--- src/pkg/padec_consts.svh ---
// padec_consts.svh: address map, field positions and reset figures of the decoder
// assumes a 32-bit byte address and a single 50 MHz core clock
`ifndef PADEC_CONSTS_SVH
`define PADEC_CONSTS_SVH

`define PADEC_PART_HI        31
`define PADEC_PART_LO        30
`define PADEC_BLK256_HI      29
`define PADEC_BLK256_LO      28
`define PADEC_BANK128_HI     29
`define PADEC_BANK128_LO     27
`define PADEC_ALIAS_BIT      26
`define PADEC_PART_STATIC    2'h0
`define PADEC_PART_VLIO      2'h1
`define PADEC_PART_REGS      2'h2
`define PADEC_PART_DRAM      2'h3
`define PADEC_BOOT_ADDR      32'h00000000
`define PADEC_SOCK0_BLK      2'h2
`define PADEC_VLIO_LAST_BANK 3'h1
`define PADEC_DRAM_LAST_BANK 3'h3
`define PADEC_FLUSH_BANK     3'h4
`define PADEC_PCC_SUB_HI     27
`define PADEC_PCC_SUB_LO     26
`define PADEC_PCC_SUB_IO     2'h0
`define PADEC_PCC_SUB_ATTR   2'h2

`endif

--- src/pkg/padec_pkg.sv ---
// padec_pkg: types shared by the address decoder and its bench
// assumes padec_consts.svh is included by users that need the figures
package padec_pkg;

  typedef enum logic [3:0] {
    PADEC_SEL_NONE,
    PADEC_SEL_STATIC,
    PADEC_SEL_PCCARD,
    PADEC_SEL_VLIO,
    PADEC_SEL_REGS,
    PADEC_SEL_DRAM,
    PADEC_SEL_FLUSH,
    PADEC_SEL_ABORT
  } padec_region_t;

  typedef enum logic [1:0] {
    PADEC_PCC_IO,
    PADEC_PCC_RSVD,
    PADEC_PCC_ATTR,
    PADEC_PCC_MEM
  } padec_pcc_space_t;

  typedef struct packed {
    logic        valid;
    logic        write;
    logic        burst;
    logic [31:0] addr;
  } padec_req_t;

  typedef struct packed {
    padec_region_t    region;
    logic [3:0]       static_cs;
    logic [1:0]       vlio_cs;
    logic [1:0]       pcc_cs;
    padec_pcc_space_t pcc_space;
    logic [3:0]       reg_blk_cs;
    logic [3:0]       dram_cs;
    logic             abort;
    logic             ext_cycle;
    logic [25:0]      pin_addr;
  } padec_sel_t;

  typedef struct packed {
    logic sync_rom;
    logic rom_32bit;
  } padec_boot_cfg_t;

endpackage : padec_pkg

--- src/core/padec_boot_cfg.sv ---
// padec_boot_cfg: holds boot rom straps and the reset indicator
// assumes strap pins are steady and synchronous while hard reset is low
`timescale 1ns/1ps
`include "padec_consts.svh"

module padec_boot_cfg (
  input  wire logic                     clk,
  input  wire logic                     reset,
  input  wire logic                     hard_reset_in_n,
  input  wire logic                     sync_boot_rom_select,
  input  wire logic                     rom_width_select,
  output padec_pkg::padec_boot_cfg_t    cfg,
  output logic                          in_reset,
  output logic                          first_fetch
);

  padec_pkg::padec_boot_cfg_t cfg_reg;
  padec_pkg::padec_boot_cfg_t cfg_next;
  logic                       held_reg;
  logic                       first_reg;

  // straps captured by the clock while hard reset is held, kept afterwards
  wire sampling = ~hard_reset_in_n;
  padec_pkg::padec_boot_cfg_t straps_now;
  assign straps_now = '{sync_rom: sync_boot_rom_select, rom_32bit: rom_width_select};
  assign cfg_next   = sampling ? straps_now : cfg_reg;

  always_ff @(posedge clk) begin
    if (reset) begin
      cfg_reg   <= '0;
      held_reg  <= 1'b1;
      first_reg <= 1'b0;
    end else begin
      cfg_reg   <= cfg_next;
      held_reg  <= sampling;
      first_reg <= held_reg & ~sampling;
    end
  end

  assign cfg         = cfg_reg;
  assign in_reset    = held_reg | sampling;
  assign first_fetch = first_reg;

endmodule : padec_boot_cfg

--- src/core/padec_decoder.sv ---
// padec_decoder: physical address decoder for the 4 Gbyte space
// assumes requests are synchronous to SYS_CLK; selects are combinational from the address
`timescale 1ns/1ps
`include "padec_consts.svh"

// What this block does
// - four 1 Gbyte partitions chosen by the top two address bits
// - low partition: four 128 Mbyte static bank selects for rom, sram, flash
// - rest of low partition: two 256 Mbyte card sockets, io/memory/attribute
// - bottom static bank is boot rom; strap picks async or sync rom
// - async boot rom is 16-bit when width strap low, else 32-bit
// - bit 26 dropped for static banks; upper 64 Mbyte aliases lower
// - second partition: two 128 Mbyte static or variable latency selects, no sram
// - 768 Mbyte reserved in second partition gives a data abort
// - third partition: four 256 Mbyte on-chip register blocks
// - top partition: four dram bank selects at fixed 128 Mbyte spacing
// - 128 Mbyte flush region reads zero, no external cycle, writes discarded
// - 384 Mbyte reserved at top end gives a data abort
// - while hard reset low: no fetches, reset indicator active, idle bus
// - after hard reset release first fetch goes to address zero, boot rom
// - width strap sampled during hard reset and kept afterwards
module padec_decoder #(
  parameter int N_PARTITIONS   = 4,
  parameter int N_STATIC_BANKS = 4,
  parameter int N_VLIO_BANKS   = 2,
  parameter int N_SOCKETS      = 2,
  parameter int N_REG_BLOCKS   = 4,
  parameter int N_DRAM_BANKS   = 4
) (
  input  wire logic                   SYS_CLK,
  input  wire logic                   RESET,
  input  wire logic                   HARD_RESET_IN_N,
  input  wire logic                   SYNC_BOOT_ROM_SELECT,
  input  wire logic                   ROM_WIDTH_SELECT,
  input  padec_pkg::padec_req_t       REQ,
  output logic                        REQ_READY,
  output padec_pkg::padec_sel_t       SEL,
  output logic                        DATA_ABORT,
  output logic                        ZERO_READ,
  output logic                        FETCH_ADDR_VALID,
  output logic [31:0]                 FETCH_ADDR,
  output padec_pkg::padec_boot_cfg_t  BOOT_CFG,
  output logic                        ROM_BUS_32BIT,
  output logic                        RESET_INDICATOR_OUT_N
);

  padec_pkg::padec_boot_cfg_t cfg;
  padec_pkg::padec_sel_t      sel_next;
  logic                       in_reset;
  logic                       first_fetch;
  logic                       fetch_valid_reg;
  logic                       reset_ind_n_reg;

  padec_boot_cfg u_boot_cfg (
    .clk                  (SYS_CLK),
    .reset                (RESET),
    .hard_reset_in_n      (HARD_RESET_IN_N),
    .sync_boot_rom_select (SYNC_BOOT_ROM_SELECT),
    .rom_width_select     (ROM_WIDTH_SELECT),
    .cfg                  (cfg),
    .in_reset             (in_reset),
    .first_fetch          (first_fetch)
  );

  // address fields
  wire [31:0] a         = REQ.addr;
  wire [1:0]  part      = a[`PADEC_PART_HI:`PADEC_PART_LO];
  wire [2:0]  bank128   = a[`PADEC_BANK128_HI:`PADEC_BANK128_LO];
  wire [1:0]  blk256    = a[`PADEC_BLK256_HI:`PADEC_BLK256_LO];
  wire [1:0]  pcc_sub   = a[`PADEC_PCC_SUB_HI:`PADEC_PCC_SUB_LO];
  wire [1:0]  bank_idx  = bank128[1:0];
  wire        sock_idx  = blk256[0];
  wire        live      = REQ.valid & ~in_reset;

  // one hit per gigabyte partition
  wire [N_PARTITIONS-1:0] part_hit;
  wire                    in_static;
  wire                    in_vlio;
  wire                    in_regs;
  wire                    in_dram;

  genvar g;
  generate
    for (g = 0; g < N_PARTITIONS; g++) begin : g_part
      assign part_hit[g] = (part == 2'(g));
    end
  endgenerate

  assign in_static = part_hit[`PADEC_PART_STATIC];
  assign in_vlio   = part_hit[`PADEC_PART_VLIO];
  assign in_regs   = part_hit[`PADEC_PART_REGS];
  assign in_dram   = part_hit[`PADEC_PART_DRAM];

  // sub-regions inside the static, vlio and dram partitions
  wire st_bank;
  wire st_pcc;
  wire vl_bank;
  wire vl_rsvd;
  wire dr_bank;
  wire dr_flush;
  wire dr_rsvd;

  assign st_bank  = in_static & ~blk256[1];
  assign st_pcc   = in_static & blk256[1];
  assign vl_bank  = in_vlio & (bank128 <= `PADEC_VLIO_LAST_BANK);
  assign vl_rsvd  = in_vlio & ~vl_bank;
  assign dr_bank  = in_dram & (bank128 <= `PADEC_DRAM_LAST_BANK);
  assign dr_flush = in_dram & (bank128 == `PADEC_FLUSH_BANK);
  assign dr_rsvd  = in_dram & ~dr_bank & ~dr_flush;

  // hits qualified by live: reset or an idle request leaves all of them low
  wire hit_static;
  wire hit_pcc;
  wire hit_vlio;
  wire hit_regs;
  wire hit_dram;
  wire hit_flush;
  wire hit_rsvd;

  assign hit_static = live & st_bank;
  assign hit_pcc    = live & st_pcc;
  assign hit_vlio   = live & vl_bank;
  assign hit_regs   = live & in_regs;
  assign hit_dram   = live & dr_bank;
  assign hit_flush  = live & dr_flush;
  assign hit_rsvd   = live & (vl_rsvd | dr_rsvd);

  // each select compares its own bank number, so a gap above the fitted
  // memory still lands on the fixed bank; software remaps such gaps
  wire [N_STATIC_BANKS-1:0] static_cs_w;
  wire [N_VLIO_BANKS-1:0]   vlio_cs_w;
  wire [N_SOCKETS-1:0]      pcc_cs_w;
  wire [N_REG_BLOCKS-1:0]   reg_blk_cs_w;
  wire [N_DRAM_BANKS-1:0]   dram_cs_w;

  generate
    for (g = 0; g < N_STATIC_BANKS; g++) begin : g_static
      assign static_cs_w[g] = hit_static & (bank_idx == 2'(g));
    end
    for (g = 0; g < N_VLIO_BANKS; g++) begin : g_vlio
      assign vlio_cs_w[g] = hit_vlio & (bank_idx == 2'(g));
    end
    for (g = 0; g < N_SOCKETS; g++) begin : g_sock
      assign pcc_cs_w[g] = hit_pcc & (sock_idx == 1'(g));
    end
    for (g = 0; g < N_REG_BLOCKS; g++) begin : g_regs
      assign reg_blk_cs_w[g] = hit_regs & (blk256 == 2'(g));
    end
    for (g = 0; g < N_DRAM_BANKS; g++) begin : g_dram
      assign dram_cs_w[g] = hit_dram & (bank_idx == 2'(g));
    end
  endgenerate

  // the hits are disjoint, so the order below is only a tie-break for lint
  padec_pkg::padec_region_t region;
  assign region = hit_static ? padec_pkg::PADEC_SEL_STATIC :
                  hit_pcc    ? padec_pkg::PADEC_SEL_PCCARD :
                  hit_vlio   ? padec_pkg::PADEC_SEL_VLIO   :
                  hit_regs   ? padec_pkg::PADEC_SEL_REGS   :
                  hit_dram   ? padec_pkg::PADEC_SEL_DRAM   :
                  hit_flush  ? padec_pkg::PADEC_SEL_FLUSH  :
                  hit_rsvd   ? padec_pkg::PADEC_SEL_ABORT  :
                               padec_pkg::PADEC_SEL_NONE;

  // card subspace: io and attribute quarters as coded, the other two are memory
  wire                         pcc_io;
  wire                         pcc_attr;
  padec_pkg::padec_pcc_space_t pcc_space;

  assign pcc_io    = (pcc_sub == `PADEC_PCC_SUB_IO);
  assign pcc_attr  = (pcc_sub == `PADEC_PCC_SUB_ATTR);
  assign pcc_space = pcc_io   ? padec_pkg::PADEC_PCC_IO   :
                     pcc_attr ? padec_pkg::PADEC_PCC_ATTR :
                                padec_pkg::PADEC_PCC_MEM;

  // flush and reserved hits never start an external cycle
  wire                        is_abort;
  wire                        is_flush;
  wire                        ext_cycle;
  wire [`PADEC_ALIAS_BIT-1:0] pin_addr;

  assign is_abort  = hit_rsvd;
  assign is_flush  = hit_flush;
  assign ext_cycle = live & ~is_abort & ~is_flush;
  // static and card pins carry 26 bits, so bit 26 never leaves: upper half aliases
  assign pin_addr  = a[`PADEC_ALIAS_BIT-1:0];

  assign sel_next = '{
    region:     region,
    static_cs:  static_cs_w,
    vlio_cs:    vlio_cs_w,
    pcc_cs:     pcc_cs_w,
    pcc_space:  pcc_space,
    reg_blk_cs: reg_blk_cs_w,
    dram_cs:    dram_cs_w,
    abort:      is_abort,
    ext_cycle:  ext_cycle,
    pin_addr:   pin_addr
  };

  assign SEL        = sel_next;
  assign DATA_ABORT = is_abort;
  // flush region answers reads with zero data; writes fall on the floor
  assign ZERO_READ  = is_flush & ~REQ.write;
  assign REQ_READY  = ~in_reset;

  // boot width: async rom follows the strap; sync rom always uses the full bus
  assign BOOT_CFG      = cfg;
  assign ROM_BUS_32BIT = cfg.sync_rom | cfg.rom_32bit;

  always_ff @(posedge SYS_CLK) begin
    if (RESET) begin
      fetch_valid_reg <= 1'b0;
      reset_ind_n_reg <= 1'b0;
    end else begin
      fetch_valid_reg <= first_fetch;
      reset_ind_n_reg <= ~in_reset;
    end
  end

  assign FETCH_ADDR_VALID      = fetch_valid_reg;
  assign FETCH_ADDR            = `PADEC_BOOT_ADDR;
  assign RESET_INDICATOR_OUT_N = reset_ind_n_reg;

endmodule : padec_decoder

--- config.mk ---
export PLATFORM = sky130hd
export DESIGN_NAME = padec_decoder
export DESIGN_NICKNAME = d
export VERILOG_FILES = /design/src/pkg/padec_pkg.sv /design/src/core/padec_boot_cfg.sv /design/src/core/padec_decoder.sv
export VERILOG_INCLUDE_DIRS = /design/src /design/src/pkg
export SDC_FILE = /design/constraint.sdc
export NUM_CORES = 1
export LEC_CHECK = 0
export ABC_CLOCK_PERIOD_IN_PS = 1800
export BUFFER_PORTS_ARGS = -buffer_cell sky130_fd_sc_hd__buf_4
export CAP_MARGIN = 0
export CORE_UTILIZATION = 25
export DETAILED_ROUTE_END_ITERATION = 10
export GPL_ROUTABILITY_DRIVEN = 0
export PLACE_DENSITY = 0.67
export RECOVER_POWER = 100
export SYNTH_ARGS = -nofsm -noshare
export SYNTH_HDL_FRONTEND = slang
export SYNTH_SLANG_ARGS = --single-unit
--- constraint.sdc ---
create_clock -name SYS_CLK -period 1.8 [get_ports SYS_CLK]
set_clock_uncertainty 0.05 [all_clocks]
set_input_delay 0.36 -clock SYS_CLK [delete_from_list [all_inputs] [get_ports SYS_CLK]]
set_output_delay 0.36 -clock SYS_CLK [all_outputs]
set_load 0.02 [all_outputs]
==> results.md <==
- Post-synthesis cell count: 132
- Outcome: finished, violations left
- Met1 Track Usage GR: 0.0987
- Hold slack: 0.275 ns
- Total number of nets in the final design: between 150 and 200
- I/O Pins: between 100 and 150
- Violations in the final reports: negative setup slack
- Total number of vias: 762
- Share of post-route cells with drive strength above 1: 0.427
- Site Rows: 21
- Per-instance average area after synthesis: around 7.0 um2
- Largest fanout of any net on the critical path: 4
- Count of final setup violators: 10
- Total half-perimeter wirelength after legalization and detailed placement: 1.56 mm
- Congestion Overflow GR: 0
- Setup tns final: -0.557 ns
- Commonest non-fill, non-tap cells in the layout: sky130_fd_sc_hd__buf_4, sky130_fd_sc_hd__conb_1, sky130_fd_sc_hd__nor2_1, sky130_fd_sc_hd__clkbuf_1
- Relative contribution of sequential cells to total power: 0.270
- Clock share of power: 0.382
- Starting density of the core: 0.268
- Later-pin clock latency in the skew report: 0.22 ns
- Critical path start-end classification: register to output port
- Final period utilization: 1.07
- Die width: 62.8 um
- Most common cell after layout, fill and taps aside: sky130_fd_sc_hd__buf_4
- Clock Tree Root: sky130_fd_sc_hd__clkbuf_8
- Static power due to leakage: 0.000562 uW
- Required time of the critical path: around 1.4 ns
- TritonCTS Buffers: 3
- Largest net degree at the start of global routing: 15
- Total routing resource utilization after global routing: 0.0953
- Overall die area: 3940 um2
- Met3 GRT Util: 0.0292
- Synthesized cell area: 923 um2
- Startpoint types: register
- Pwr dens: 472 nW/um2
- Post-DRT Antenna Nets: 0
- Wire length of the first global-routing pass: 2.97 mm
- Count of non-filler cells in the finished layout: 196
- Core box area: between 3000 and 4000 um2
- Flip-flop and latch count after synthesis: 6
- P&R area growth vs syn: 22.0%
- Endpoints failing hold: 0
- Cell-internal power: 335 uW
- CTS Hold Bufs: 0
- Met2 Resource Use GR: 0.171
- Clock transition at path regs: 0.04 ns
- Switching Fraction: 0.368
- Worst-case clock buffer depth: 2
- Number of detailed-routing iterations run before antenna repair: 4
- Antenna cells: 0
- Max reg flops: 2
- DRC Markers: 0
- Antenna violations before repair: 0
- Total of warnings raised by yosys: 0
- Maximum vdd drop: 331 uV
- Total of max-cap violations: 0
- CTS Sinks: 6
- Arrival time of data at the critical path endpoint: about 1.5 ns
- Max Slew Vio Count: 0
- Detailed Route WL: a little under 2 mm
- Height of the chip: approximately 63 um
- Initial detailed-routing violation count: 3
- Most heavily used metal layer in global routing: met2
- PortBufs: 43
- Worst Slack Setup Final: -0.122 ns
- Vias in the first global route: 640
- Final critical-path required period: 1.92 ns
- Net switching power: a little under 200 uW
- Maximum clock rate: 520 MHz
- Clock H-tree levels: 1
- Routed via count divided by cell count: between 3 and 4
- Nature of the critical path endpoint: output port
- Clock tree from TritonCTS: done
- Kind of path behind the tightest hold check: input pin to register
- Synth cell types: 27
- Placed Cells: 193
- RSZ-0062 raised after global routing: yes
- Part of the power in combinational logic: 0.348
- WL per Instance: ~10 um
- Sequential-to-total area share from yosys stat: 0.130
through the flow:
step / total power (uW) / util / setup WS (ns) / instance area (um2)
after floorplan: 405 / - / -0.103 / 1070
after global placement: 323 / 0.294 / -0.00816 / 1010
after detailed placement: 326 / 0.294 / 0.00632 / 1010
after CTS: 538 / 0.321 / -0.138 / 1100
after global routing: 550 / 0.327 / -0.167 / 1130
final: 531 / 0.327 / -0.122 / 1130
logic make-up (layout without fill, tap and decap cells):
family          count (synthesis)  in the layout  share of synthesized area
flops                           6              6                      0.130
compound gates                  9              9                     0.0542
mux                             2              2                     0.0217
other cells                     1             33                    0.00406
buf+inv                        70             56                      0.534
simple gates                   44             44                      0.256
cell type report:
cell class                      instances  area, um2
Clock buffer                            3       41.3
Tap cell                               46       57.6
Sequential cell                         6        120
Fill cell                             386       2320
Inverter                                4       15.0
Multi-Input combinational cell         88        536
Timing Repair Buffer                   49        357
cells in the mapped netlist:
cell type,number,area [um2]
sky130_fd_sc_hd__nor3b_2,1,12.5
sky130_fd_sc_hd__conb_1,1,3.75
sky130_fd_sc_hd__or2_2,2,12.5
sky130_fd_sc_hd__inv_1,3,11.3
sky130_fd_sc_hd__buf_2,1,5.00
sky130_fd_sc_hd__nand3_1,2,10.0
sky130_fd_sc_hd__inv_2,1,3.75
sky130_fd_sc_hd__nand2b_2,1,8.76
sky130_fd_sc_hd__nor2_1,13,48.8
sky130_fd_sc_hd__mux2i_1,2,20.0
sky130_fd_sc_hd__and3b_1,1,8.76
sky130_fd_sc_hd__nor4b_1,1,8.76
sky130_fd_sc_hd__clkbuf_1,4,15.0
sky130_fd_sc_hd__buf_4,61,458
sky130_fd_sc_hd__or3_2,1,7.51
sky130_fd_sc_hd__nand2_1,6,22.5
sky130_fd_sc_hd__dfxtp_1,6,120
sky130_fd_sc_hd__nor2b_1,3,18.8
sky130_fd_sc_hd__nor4_1,1,6.26
sky130_fd_sc_hd__a21oi_1,3,15.0
sky130_fd_sc_hd__a211oi_1,1,7.51
sky130_fd_sc_hd__nand4_1,1,6.26
sky130_fd_sc_hd__or4_4,1,11.3
sky130_fd_sc_hd__nand2b_1,3,18.8
sky130_fd_sc_hd__nor3_1,7,35.0
sky130_fd_sc_hd__o21ai_0,4,20.0
sky130_fd_sc_hd__a21o_1,1,7.51
metal layers:
metal	up-vias	part of all wire
met2	54	0.52
met4	0	0.0091
met3	2	0.097
met5	-	0
met1	343	0.37
li1	363	-
power by group through the flow:
| stage | combinational [uW] | sequential [uW] | clock (uW) |
|---|---|---|---|
| 6_report | 185 | 143 | 203 |
| 5_1_grt | 200 | 144 | 206 |
| 4_1_cts | 188 | 144 | 207 |
| 3_5_place_dp | 181 | 145 | 0 |
| 3_3_place_gp | 178 | 145 | 0 |
| 2_1_floorplan | 254 | 150 | 0 |
path summary, 6_finish.rpt:
check                                          from                           endpoint  slack (ns)  cells after the start
setup / recovery     u_boot_cfg.held_reg$_SDFF_PP1_                            SEL[30]       -0.12                      4
hold reg to reg   u_boot_cfg.first_fetch$_SDFF_PP0_        FETCH_ADDR_VALID$_SDFF_PP0_        0.38                      1
hold / removal                                RESET     u_boot_cfg.cfg[0]$_SDFFE_PP0N_        0.28                      2
setup reg to reg     u_boot_cfg.held_reg$_SDFF_PP1_  u_boot_cfg.first_fetch$_SDFF_PP0_        1.11                      3
critical path, stage by stage (launching register included):
cell,delay (ns)
sky130_fd_sc_hd__dfxtp_1,0.30
sky130_fd_sc_hd__nand2b_4,0.13
sky130_fd_sc_hd__or4_4,0.53
sky130_fd_sc_hd__nor3b_2,0.17
sky130_fd_sc_hd__buf_4,0.16
timing repair:
action / 4_1_cts / 5_1_grt
endpoints found under the setup margin: 16 / 15
setup buffers: 0 / 0
pin swaps: 6 / 3
resized for setup: 10 / 13
Power figures use the tool's default switching activity.
